==> src/core/wdt_map.svh <==
// Register indices, field positions, reset values and timing counts
`ifndef WDT_MAP_SVH
`define WDT_MAP_SVH
// ---------------------------------------------------------------------
// Register indices (byte address is four times the index)
// ---------------------------------------------------------------------
`define WDT_IDX_CONTROL   10'h0a7
`define WDT_IDX_FEED      10'h0a8
`define WDT_IDX_IRQ_STAT  10'h0a9
`define WDT_IDX_IRQ_MASK  10'h0aa
// ---------------------------------------------------------------------
// Control register fields and values
// ---------------------------------------------------------------------
`define WDT_BIT_OVF       5
`define WDT_BIT_RUN       4
`define WDT_BIT_CLKSEL    3
`define WDT_RATE_MSB      2
`define WDT_CTRL_RST_OFF  8'h00
`define WDT_CTRL_RST_ON   8'h10
`define WDT_CTRL_WD_FEED_REG    8'h30
// ---------------------------------------------------------------------
// Feed sequence, interrupt bits, clocking
// ---------------------------------------------------------------------
`define WDT_FEED_FIRST    8'h1e
`define WDT_FEED_SECOND   8'he1
`define WDT_IRQ_TMR       0
`define WDT_IRQ_FEEDERR   1
`define WDT_IRQ_W         2
`define WDT_CPU_DIV_LAST  3'h5
`define WDT_TIMEOUT_BASE  8192
`define WDT_CLK_PERIOD_NS 100
`define WDT_RST_TIME_NS   1000
`define WDT_RST_CYCLES \
  ((`WDT_RST_TIME_NS + `WDT_CLK_PERIOD_NS - 1) / `WDT_CLK_PERIOD_NS)
`endif

==> src/core/wdt_pkg.sv <==
// Types shared by the watchdog interval timer
package wdt_pkg;
  // Watchdog reset sequencer states
  typedef enum logic [2:0] {
    WDT_ST_IDLE = 3'b001,
    WDT_ST_OSC  = 3'b010,
    WDT_ST_HOLD = 3'b100
  } wdt_rst_state_type;
  typedef logic [7:0] wdt_byte_type;
endpackage

==> src/core/wdt_timeout_ctr.sv <==
// Timeout counter with eight doubling rate selections
`timescale 1ns/1ps
`default_nettype none
module wdt_timeout_ctr #(
  parameter int CNT_W = 21,
  parameter int BASE  = 8192
) (
  input  wire logic       clk_in,
  input  wire logic       rst_in,
  input  wire logic       tick_in,
  input  wire logic       run_in,
  input  wire logic       restart_in,
  input  wire logic [2:0] rate_in,
  output logic            expired_out
);
  logic [CNT_W-1:0] limit;
  logic [CNT_W-1:0] count_q;

  // Timeout length doubles with each rate code
  assign limit = CNT_W'(BASE) << rate_in;

  // Count ticks; a lowered rate expires on the next tick rather than wrapping
  always_ff @(posedge clk_in or posedge rst_in) begin
    if (rst_in) begin
      count_q     <= '0;
      expired_out <= 1'b0;
    end else begin
      expired_out <= 1'b0;
      if (restart_in) begin
        count_q <= '0;
      end else if (run_in && tick_in) begin
        if (count_q >= limit - 1'b1) begin
          count_q     <= '0;
          expired_out <= 1'b1;
        end else begin
          count_q <= count_q + 1'b1;
        end
      end
    end
  end
endmodule // wdt_timeout_ctr
`default_nettype wire

==> src/core/wdt_top.sv <==
// Watchdog interval timer with Wishbone register access
//
// Added by the designer: register access over Wishbone.
`timescale 1ns/1ps
`default_nettype none
`include "wdt_map.svh"
module wdt_top #(
  parameter int TIMEOUT_BASE = `WDT_TIMEOUT_BASE,
  parameter int CNT_W        = 21
) (
  input  wire logic        CLK_IN,
  input  wire logic        RESET_IN,
  input  wire logic        WB_CYC_IN,
  input  wire logic        WB_STB_IN,
  input  wire logic        WB_WE_IN,
  input  wire logic [11:0] WB_ADR_IN,
  input  wire logic [3:0]  WB_SEL_IN,
  input  wire logic [31:0] WB_DAT_IN,
  output logic      [31:0] WB_DAT_OUT,
  output logic             WB_ACK_OUT,
  input  wire logic        WD_ENABLE_CFG_BIT_IN,
  input  wire logic        RC_TICK_IN,
  input  wire logic        POWER_DOWN_IN,
  input  wire logic        OSC_STABLE_IN,
  output logic             CHIP_RESET_OUT,
  output logic             OSC_START_OUT,
  output logic             IRQ_OUT
);
  localparam int RST_CYC = `WDT_RST_CYCLES;
  // Named copies so the reset values can be sliced field by field
  localparam logic [7:0] CTRL_OFF = `WDT_CTRL_RST_OFF;
  localparam logic [7:0] CTRL_WD  = `WDT_CTRL_WD_FEED_REG;

  // ------------------------------------------------------------------
  // Declarations
  // ------------------------------------------------------------------
  wdt_pkg::wdt_rst_state_type st_q;
  wdt_pkg::wdt_rst_state_type st_d;
  wdt_pkg::wdt_byte_type      wr_byte;
  wdt_pkg::wdt_byte_type      ctrl_rd;
  logic                       cfg_q;
  logic                       cfg_valid_q;
  logic                       ack_q;
  logic [31:0]                dat_q;
  logic                       wr_go;
  logic                       ovf_q;
  logic                       run_q;
  logic                       clksel_q;
  logic [2:0]                 rate_q;
  logic                       lock_q;
  logic                       armed_q;
  logic                       feed_ok;
  logic                       feed_bad;
  logic [2:0]                 div_q;
  logic                       div_tick;
  logic                       run_eff;
  logic                       clk_eff;
  logic                       tick;
  logic                       expired;
  logic                       wd_fire;
  logic                       tmr_ovf;
  logic                       restart;
  logic [3:0]                 hold_q;
  logic [`WDT_IRQ_W-1:0]      stat_q;
  logic [`WDT_IRQ_W-1:0]      stat_d;
  logic [`WDT_IRQ_W-1:0]      mask_q;
  logic [`WDT_IRQ_W-1:0]      mask_d;
  logic                       rst_q;
  logic                       osc_q;
  logic                       irq_q;

  // Address decode shared by the read and write paths
  function automatic logic is_reg(input logic [11:0] adr,
                                  input logic [9:0]  idx);
    is_reg = (adr[11:2] == idx);
  endfunction

  // ------------------------------------------------------------------
  // Configuration strap
  // ------------------------------------------------------------------
  // Caught on the first edge after release, never inside the reset
  always_ff @(posedge CLK_IN or posedge RESET_IN) begin
    if (RESET_IN) begin
      cfg_q       <= 1'b0;
      cfg_valid_q <= 1'b0;
    end else if (!cfg_valid_q) begin
      cfg_q       <= WD_ENABLE_CFG_BIT_IN;
      cfg_valid_q <= 1'b1;
    end
  end

  // ------------------------------------------------------------------
  // Wishbone slave
  // ------------------------------------------------------------------
  // One wait state; writes act on the edge where ack is sampled
  assign wr_go   = WB_CYC_IN & WB_STB_IN & WB_WE_IN & ack_q & WB_SEL_IN[0];
  assign wr_byte = WB_DAT_IN[7:0];

  // Reserved bits 7 and 6 are not stored and read as zero
  always_comb begin
    ctrl_rd                  = 8'h00;
    ctrl_rd[`WDT_BIT_OVF]    = ovf_q;
    ctrl_rd[`WDT_BIT_RUN]    = cfg_q | run_q;
    ctrl_rd[`WDT_BIT_CLKSEL] = ~cfg_q & clksel_q;
    ctrl_rd[`WDT_RATE_MSB:0] = rate_q;
  end

  // Ack and registered read data; unmapped addresses read zero
  always_ff @(posedge CLK_IN or posedge RESET_IN) begin
    if (RESET_IN) begin
      ack_q <= 1'b0;
      dat_q <= 32'h0000_0000;
    end else begin
      ack_q <= WB_CYC_IN & WB_STB_IN & ~ack_q;
      if (WB_CYC_IN && WB_STB_IN && !ack_q) begin
        if (is_reg(WB_ADR_IN, `WDT_IDX_CONTROL)) begin
          dat_q <= {24'h00_0000, ctrl_rd};
        end else if (is_reg(WB_ADR_IN, `WDT_IDX_IRQ_STAT)) begin
          dat_q <= {30'h0, stat_q};
        end else if (is_reg(WB_ADR_IN, `WDT_IDX_IRQ_MASK)) begin
          dat_q <= {30'h0, mask_q};
        end else begin
          dat_q <= 32'h0000_0000;
        end
      end
    end
  end

  // ------------------------------------------------------------------
  // Feed sequence
  // ------------------------------------------------------------------
  // Other accesses between the two writes leave the first one armed
  assign feed_ok  = wr_go & is_reg(WB_ADR_IN, `WDT_IDX_FEED) & armed_q &
                    (wr_byte == `WDT_FEED_SECOND);
  assign feed_bad = wr_go & is_reg(WB_ADR_IN, `WDT_IDX_FEED) &
                    (wr_byte != `WDT_FEED_FIRST) & ~feed_ok;

  // A wrong byte disarms and flags FEEDERR; the count is left alone
  always_ff @(posedge CLK_IN or posedge RESET_IN) begin
    if (RESET_IN) begin
      armed_q <= 1'b0;
    end else if (wr_go && is_reg(WB_ADR_IN, `WDT_IDX_FEED)) begin
      armed_q <= (wr_byte == `WDT_FEED_FIRST);
    end
  end

  // ------------------------------------------------------------------
  // Control register
  // ------------------------------------------------------------------
  // Watchdog reset loads 30h and reopens the one-shot write
  always_ff @(posedge CLK_IN or posedge RESET_IN) begin
    if (RESET_IN) begin
      {ovf_q, run_q, clksel_q, rate_q} <= CTRL_OFF[`WDT_BIT_OVF:0];
      lock_q   <= 1'b0;
    end else if (wd_fire) begin
      {ovf_q, run_q, clksel_q, rate_q} <= CTRL_WD[`WDT_BIT_OVF:0];
      lock_q   <= 1'b0;
    end else begin
      if (wr_go && is_reg(WB_ADR_IN, `WDT_IDX_CONTROL)) begin
        if (cfg_q) begin
          if (!lock_q) begin
            rate_q <= wr_byte[`WDT_RATE_MSB:0];
            lock_q <= 1'b1;
          end
        end else begin
          ovf_q    <= wr_byte[`WDT_BIT_OVF];
          run_q    <= wr_byte[`WDT_BIT_RUN];
          clksel_q <= wr_byte[`WDT_BIT_CLKSEL];
          rate_q   <= wr_byte[`WDT_RATE_MSB:0];
        end
      end
      // Overflow set beats both a feed and a software clear
      if (feed_ok) begin
        ovf_q <= 1'b0;
      end
      if (tmr_ovf) begin
        ovf_q <= 1'b1;
      end
    end
  end

  // ------------------------------------------------------------------
  // Clock source and counter
  // ------------------------------------------------------------------
  // CPU clock divided by six
  always_ff @(posedge CLK_IN or posedge RESET_IN) begin
    if (RESET_IN) begin
      div_q <= 3'h0;
    end else if (div_q == `WDT_CPU_DIV_LAST) begin
      div_q <= 3'h0;
    end else begin
      div_q <= div_q + 3'h1;
    end
  end
  assign div_tick = (div_q == `WDT_CPU_DIV_LAST);

  // Watchdog mode forces RC source and run; counter idle during resets
  assign clk_eff = ~cfg_q & clksel_q;
  assign run_eff = cfg_valid_q & (cfg_q | run_q) &
                   (st_q == wdt_pkg::WDT_ST_IDLE);
  assign tick    = clk_eff ? div_tick : RC_TICK_IN;
  assign restart = feed_ok | (st_q != wdt_pkg::WDT_ST_IDLE);

  wdt_timeout_ctr #(
    .CNT_W (CNT_W),
    .BASE  (TIMEOUT_BASE)
  ) u_ctr (
    .clk_in      (CLK_IN),
    .rst_in      (RESET_IN),
    .tick_in     (tick),
    .run_in      (run_eff),
    .restart_in  (restart),
    .rate_in     (rate_q),
    .expired_out (expired)
  );

  // Expiry means a chip reset in watchdog mode, an interrupt otherwise
  assign wd_fire = expired & cfg_q & (st_q == wdt_pkg::WDT_ST_IDLE);
  assign tmr_ovf = expired & ~cfg_q;

  // ------------------------------------------------------------------
  // Watchdog reset sequencer
  // ------------------------------------------------------------------
  always_comb begin
    st_d = st_q;
    unique case (st_q)
      wdt_pkg::WDT_ST_IDLE: begin
        if (wd_fire) begin
          st_d = POWER_DOWN_IN ? wdt_pkg::WDT_ST_OSC
                               : wdt_pkg::WDT_ST_HOLD;
        end
      end
      wdt_pkg::WDT_ST_OSC: begin
        if (OSC_STABLE_IN) begin
          st_d = wdt_pkg::WDT_ST_HOLD;
        end
      end
      wdt_pkg::WDT_ST_HOLD: begin
        if (hold_q == 4'(RST_CYC - 1)) begin
          st_d = wdt_pkg::WDT_ST_IDLE;
        end
      end
      default: begin
        st_d = wdt_pkg::WDT_ST_IDLE;
      end
    endcase
  end

  // Reset stays on while the oscillator starts, then one microsecond
  always_ff @(posedge CLK_IN or posedge RESET_IN) begin
    if (RESET_IN) begin
      st_q   <= wdt_pkg::WDT_ST_IDLE;
      hold_q <= 4'h0;
      rst_q  <= 1'b0;
      osc_q  <= 1'b0;
    end else begin
      st_q   <= st_d;
      hold_q <= (st_q == wdt_pkg::WDT_ST_HOLD) ? hold_q + 4'h1 : 4'h0;
      rst_q  <= (st_d != wdt_pkg::WDT_ST_IDLE);
      osc_q  <= (st_d == wdt_pkg::WDT_ST_OSC);
    end
  end

  // ------------------------------------------------------------------
  // Interrupt status and mask
  // ------------------------------------------------------------------
  // Write one to clear; a set in the same cycle wins
  always_comb begin
    stat_d = stat_q;
    mask_d = mask_q;
    if (wr_go && is_reg(WB_ADR_IN, `WDT_IDX_IRQ_STAT)) begin
      stat_d = stat_q & ~WB_DAT_IN[`WDT_IRQ_W-1:0];
    end
    if (wr_go && is_reg(WB_ADR_IN, `WDT_IDX_IRQ_MASK)) begin
      mask_d = WB_DAT_IN[`WDT_IRQ_W-1:0];
    end
    stat_d[`WDT_IRQ_TMR]     = stat_d[`WDT_IRQ_TMR] | tmr_ovf;
    stat_d[`WDT_IRQ_FEEDERR] = stat_d[`WDT_IRQ_FEEDERR] | feed_bad;
  end

  always_ff @(posedge CLK_IN or posedge RESET_IN) begin
    if (RESET_IN) begin
      stat_q <= '0;
      mask_q <= '0;
      irq_q  <= 1'b0;
    end else begin
      stat_q <= stat_d;
      mask_q <= mask_d;
      irq_q  <= |(stat_d & mask_d);
    end
  end

  // ------------------------------------------------------------------
  // Outputs
  // ------------------------------------------------------------------
  assign WB_ACK_OUT     = ack_q;
  assign WB_DAT_OUT     = dat_q;
  assign CHIP_RESET_OUT = rst_q;
  assign OSC_START_OUT  = osc_q;
  assign IRQ_OUT        = irq_q;

  // ------------------------------------------------------------------
  // Assertions
  // ------------------------------------------------------------------
  logic [4:0] hold_seen_q;
  always_ff @(posedge CLK_IN or posedge RESET_IN) begin
    if (RESET_IN) begin
      hold_seen_q <= 5'h00;
    end else begin
      hold_seen_q <= rst_q && !osc_q ? hold_seen_q + 5'h01 : 5'h00;
    end
  end

  a_rst_hold_len:
  assert property (@(posedge CLK_IN) disable iff (RESET_IN)
    $fell(rst_q) |-> hold_seen_q == 5'(RST_CYC))
  else $error("watchdog reset length wrong");
  a_wd_fires:
  assert property (@(posedge CLK_IN) disable iff (RESET_IN)
    wd_fire |=> CHIP_RESET_OUT ##0 ctrl_rd == 8'h30)
  else $error("watchdog expiry did not reset with 30h");
  a_timer_no_rst:
  assert property (@(posedge CLK_IN) disable iff (RESET_IN)
    tmr_ovf |=> !CHIP_RESET_OUT && ovf_q && stat_q[`WDT_IRQ_TMR])
  else $error("interval overflow misbehaved");
  a_pd_osc_wait:
  assert property (@(posedge CLK_IN) disable iff (RESET_IN)
    wd_fire && POWER_DOWN_IN |=> OSC_START_OUT && CHIP_RESET_OUT)
  else $error("oscillator restart not requested");
  a_one_write:
  assert property (@(posedge CLK_IN) disable iff (RESET_IN)
    cfg_q && lock_q && !wd_fire |=> $stable(rate_q))
  else $error("second control write took effect");
  a_forced_bits:
  assert property (@(posedge CLK_IN) disable iff (RESET_IN)
    cfg_q |-> ctrl_rd[`WDT_BIT_RUN] && !ctrl_rd[`WDT_BIT_CLKSEL])
  else $error("forced control bits wrong");
  a_feed_clears:
  assert property (@(posedge CLK_IN) disable iff (RESET_IN)
    feed_ok && !expired && !wd_fire |=> !ovf_q)
  else $error("good feed did not clear overflow");
  a_bad_feed:
  assert property (@(posedge CLK_IN) disable iff (RESET_IN)
    feed_bad && ovf_q && !wd_fire |=> ovf_q)
  else $error("wrong feed changed overflow flag");
  a_irq_level:
  assert property (@(posedge CLK_IN) disable iff (RESET_IN)
    IRQ_OUT == |(stat_q & mask_q))
  else $error("interrupt level wrong");
endmodule // wdt_top
`default_nettype wire

==> config.mk <==
export PLATFORM = sky130hd
export DESIGN_NAME = wdt_top
export DESIGN_NICKNAME = d
export VERILOG_FILES = /design/src/core/wdt_pkg.sv /design/src/core/wdt_timeout_ctr.sv /design/src/core/wdt_top.sv
export VERILOG_INCLUDE_DIRS = /design/src /design/src/core
export SDC_FILE = /design/constraint.sdc
export NUM_CORES = 1
export LEC_CHECK = 0
export BUFFER_PORTS_ARGS = -buffer_cell sky130_fd_sc_hd__buf_2
export CORE_ASPECT_RATIO = 1.4
export CORE_MARGIN = 5
export CORE_UTILIZATION = 57
export CTS_BUF_LIST = sky130_fd_sc_hd__clkbuf_16
export CTS_CLUSTER_SIZE = 24
export DETAILED_ROUTE_END_ITERATION = 8
export PLACE_DENSITY = 0.86
export SLEW_MARGIN = 20
export SYNTH_ARGS = -nofsm -noshare
export SYNTH_HDL_FRONTEND = slang
export SYNTH_SLANG_ARGS = --single-unit
==> constraint.sdc <==
create_clock -name CLK_IN -period 4.9 [get_ports CLK_IN]
set_input_delay 0.245 -clock CLK_IN [delete_from_list [all_inputs] [get_ports CLK_IN]]
set_output_delay 0.245 -clock CLK_IN [all_outputs]
set_load 0.05 [all_outputs]
==> impl_metrics.csv <==
group,metric,value,unit
run_status,run_status,"completed",
yosys,synth_area,3450,um^2
cts,clk_pin_slew,0.08,ns
placed_design,io_buffers,37,
floorplanning,die_y,102,um
floorplanning,top_level_ports,93,
cts,hold_buffers,0,
yosys,synthDistinctLibCells,54,
sta,slew_violations,0,
detailed_routing,via_per_inst,6.26,
yosys,synth-seq-cells,56,
detailed_routing,drt_iter0_drc,157,
detailed_routing,wl_per_cell,16.3,um
yosys,synth_flop_cell,"dfrtp_1",
worst_setup_path,cp.arrival,3.06,ns
worst_setup_path,reg2reg_from,"rate_q[2]",
yosys,yosysSeqAreaShare,40.7,%
yosys,synth_compound_area_share,13.3,%
yosys,synth_edf_count,0,
global_routing,grt_first_pass_wirelength,12.8,mm
cts,clk_path_buf_depth,2,
sta,rsz0062_at_grt,"no",
floorplanning,die_w,75.7,um
worst_setup_path,r2r-end,"u_ctr.count_q[14]",
sta,setup_viol,0,
yosys,synthCells,393,
detailed_routing,antenna_left,0,
global_routing,grt.total_usage,21.1,%
sta,worst_pin_slew,0.974,ns
placed_design,placed_cells,481,
yosys,synth_top_family_by_area,"simple AND/OR/NAND/NOR gates",
sta,slew_headroom,35.0,%
sta,hold_viol,0,
sta,fmax,351,MHz
power_and_ir_drop,irDropWorstVdd,161,uV
final_layout,design_area,3740,um^2
global_routing,antenna_found_initial,0,
yosys,synth.top_cell.area_share,39.9,%
final_layout,layout-drive-gt1-share,15.0,%
cts,cts_inserted_buffers,5,
placed_design,routabilityCongestion,0.870,
worst_setup_path,required,5.11,ns
power_and_ir_drop,finalPower,1050,uW
worst_setup_path,critPathCaptureType,"register",
global_routing,grt_max_degree,57,
final_layout,diodes,0,
floorplanning,fp-row-count,33,
cts,post_cts_buffers,0,
yosys,synth_area_leaders,"dfrtp_1 40%, nand4_1 6.5%, buf_4 5.7%",
cts,cts_resized,0,
final_layout,fin_nets,486,
placed_design,hpwl,5.69,mm
floorplanning,coreArea,5860,um^2
worst_setup_path,reg2reg_slack,2.05,ns
yosys,yosysTopAreaCell,"dfrtp_1",
hold_path,hp-class,"in2async",
worst_setup_path,crit_type,"reg2reg",
yosys,synth-adder-area-share,3.99,%
floorplanning,die_area,7730,um^2
yosys,ys_warn_count,0,
yosys,avgSynthCellArea,8.77,um^2
power_and_ir_drop,leakage,0.00169,uW
power_and_ir_drop,power_density,280,nW/um^2
cts,htree_num_levels,2,
placed_design,placed_area,3580,um^2
yosys,async_flop_share,100,%
floorplanning,initial_utilization,58.8,%
detailed_routing,drt-total-wl,7.96,mm
global_routing,grt_overflow_total,0,
sta,post-route-period-util,58.1,%
final_layout,syn_to_final_growth,8.35,%
detailed_routing,drc_errors,0,
cts,clk_latency,0.30,ns
yosys,synthSimpleGateAreaFrac,28.6,%
detailed_routing,firstDrtPassIters,4,
yosys,synth_xor_area_share,0.508,%
worst_setup_path,cp_max_fo,23,
sta,fin_tns_setup,0,ns
sta,holdWs,0.138,ns
global_routing,grt_pass1_vias,2888,
sta,period_needed,2.85,ns
worst_setup_path,critPathLaunchType,"register",
cts,clock-sinks,56,
detailed_routing,num_vias,3063,
sta,fin_skew,0.00827,ns
final_layout,final_cells,489,
cts,cts_tree,"built",
cts,root_buffer,"clkbuf_16",
yosys,synth_mux_area_share,3.05,%
flow_run,cap_violations,0,
worst_setup_path,worstRegToRegCells,8,
final_layout,fill_cells,487,
[layer usage]
| layer | global-route usage [%] | vias to the layer above | routed length, um |
|---|---|---|---|
| li1 | - | 1447 | - |
| met1 | 24.7 | 1480 | 3140 |
| met2 | 36.6 | 113 | 4110 |
| met3 | 3.44 | 23 | 512 |
| met4 | 10.1 | 0 | 202 |
| met5 | 0 | - | 0 |
[critical path, stage by stage (launching register included)]
cell	delay, ns
dfrtp_1	0.47
nand3_1	0.13
ha_1	0.31
a21o_1	0.18
a21o_1	0.18
a31oi_2	0.71
buf_4	0.39
o2111ai_1	0.17
a31oi_1	0.21
[flip-flops by register name, indices dropped and copies added (netlist names), 2 cells and up]
register       count
WB_DAT_OUT         6
div_q              3
hold_q             4
mask_q             2
rate_q             3
st_q               3
stat_q             2
u_ctr.count_q     21
[kinds of logic (layout without fill, tap and decap cells)]
logic type	after synthesis	after routing
AND/OR/NAND/NOR	182	182
AO/OA/AOI/OAI	68	68
buffers and inverters	62	62
flip-flops	56	56
adder cells (fa/ha/maj)	11	11
multiplexers	10	10
other	2	28
XOR/XNOR	2	2
[area by class of cell]
cell class,count,area [um^2],share of cell area (%)
Multi-Input combinational cell,301,1830,49.1
Sequential cell,56,1400,37.5
Timing Repair Buffer,40,208,5.56
Clock inverter,3,27.5,0.737
Inverter,14,52.6,1.41
Clock buffer,5,125,3.35
Tap cell,70,87.6,2.34
[cell usage after synthesis, types with 2 or more instances]
| cell type | instances |
|---|---|
| ha_1 | 11 |
| a32oi_1 | 3 |
| and4b_1 | 2 |
| conb_1 | 2 |
| buf_4 | 26 |
| nand2_1 | 45 |
| a21oi_1 | 10 |
| o31a_1 | 2 |
| nand3b_1 | 2 |
| a211oi_1 | 2 |
| a22oi_1 | 2 |
| nand4b_1 | 4 |
| o41ai_1 | 3 |
| nor4_1 | 5 |
| nor3_1 | 15 |
| o2111ai_1 | 4 |
| nor2b_1 | 4 |
| a31oi_1 | 18 |
| nor3b_1 | 3 |
| and3_1 | 3 |
| or3_1 | 3 |
| or4b_2 | 2 |
| mux2i_1 | 6 |
| nand3_1 | 12 |
| a22o_1 | 3 |
| nor2_1 | 33 |
| or4_1 | 4 |
| clkbuf_1 | 19 |
| o21ai_0 | 8 |
| a21o_1 | 3 |
| mux2_2 | 4 |
| inv_1 | 14 |
| o31ai_1 | 3 |
| dfrtp_1 | 55 |
| buf_2 | 3 |
| o22ai_1 | 2 |
| nand4_1 | 36 |
[per-stage QoR]
step                      utilization, %  setup slack [ns]
after global routing                63.7              1.90
after global placement              61.1              2.24
after CTS                           63.7              2.06
after detailed placement            61.1              2.12
final                               63.7              2.05
after floorplan                        -              2.71
[how the worst max path moves through the flow]
stage	start	to	slack [ns]	cells past startpoint
global placement	rate_q[1]	u_ctr.count_q[6]	2.24	8
global route	rate_q[1]	u_ctr.count_q[14]	1.90	8
floorplan	rate_q[1]	u_ctr.count_q[15]	2.71	9
CTS	rate_q[2]	u_ctr.count_q[14]	2.06	8
detailed placement	rate_q[2]	u_ctr.count_q[14]	2.12	8
finish	rate_q[2]	u_ctr.count_q[14]	2.05	8
[power by group]
| part | leakage (uW) | internal, uW | total, uW | switching, uW |
|---|---|---|---|---|
| Combinational | 0.000897 | 52.1 | 176 | 124 |
| Sequential | 0.000720 | 479 | 503 | 24.1 |
| Clock | 0.0000719 | 194 | 368 | 173 |
[layout by cell type (no fill, tap or decap), types with 3 or more instances in the layout]
| cell | count |
|---|---|
| nor2_1 | 33 |
| dfrtp_1 | 55 |
| a21o_1 | 3 |
| mux2_2 | 4 |
| nand4_1 | 36 |
| conb_1 | 28 |
| a31oi_1 | 17 |
| o41ai_1 | 3 |
| nand2_1 | 45 |
| nand4b_1 | 4 |
| nor3b_1 | 3 |
| buf_4 | 3 |
| ha_1 | 11 |
| buf_2 | 37 |
| o21ai_0 | 7 |
| nor4_1 | 5 |
| nor3_1 | 15 |
| clkbuf_16 | 5 |
| a32oi_1 | 3 |
| a22o_1 | 3 |
| and3_1 | 3 |
| or4_1 | 4 |
| nand3_1 | 12 |
| inv_1 | 13 |
| a21oi_1 | 10 |
| o2111ai_1 | 4 |
| or3_1 | 3 |
| mux2i_1 | 6 |
| nor2b_1 | 4 |
No activity file was read; power rests on OpenSTA's default activity.
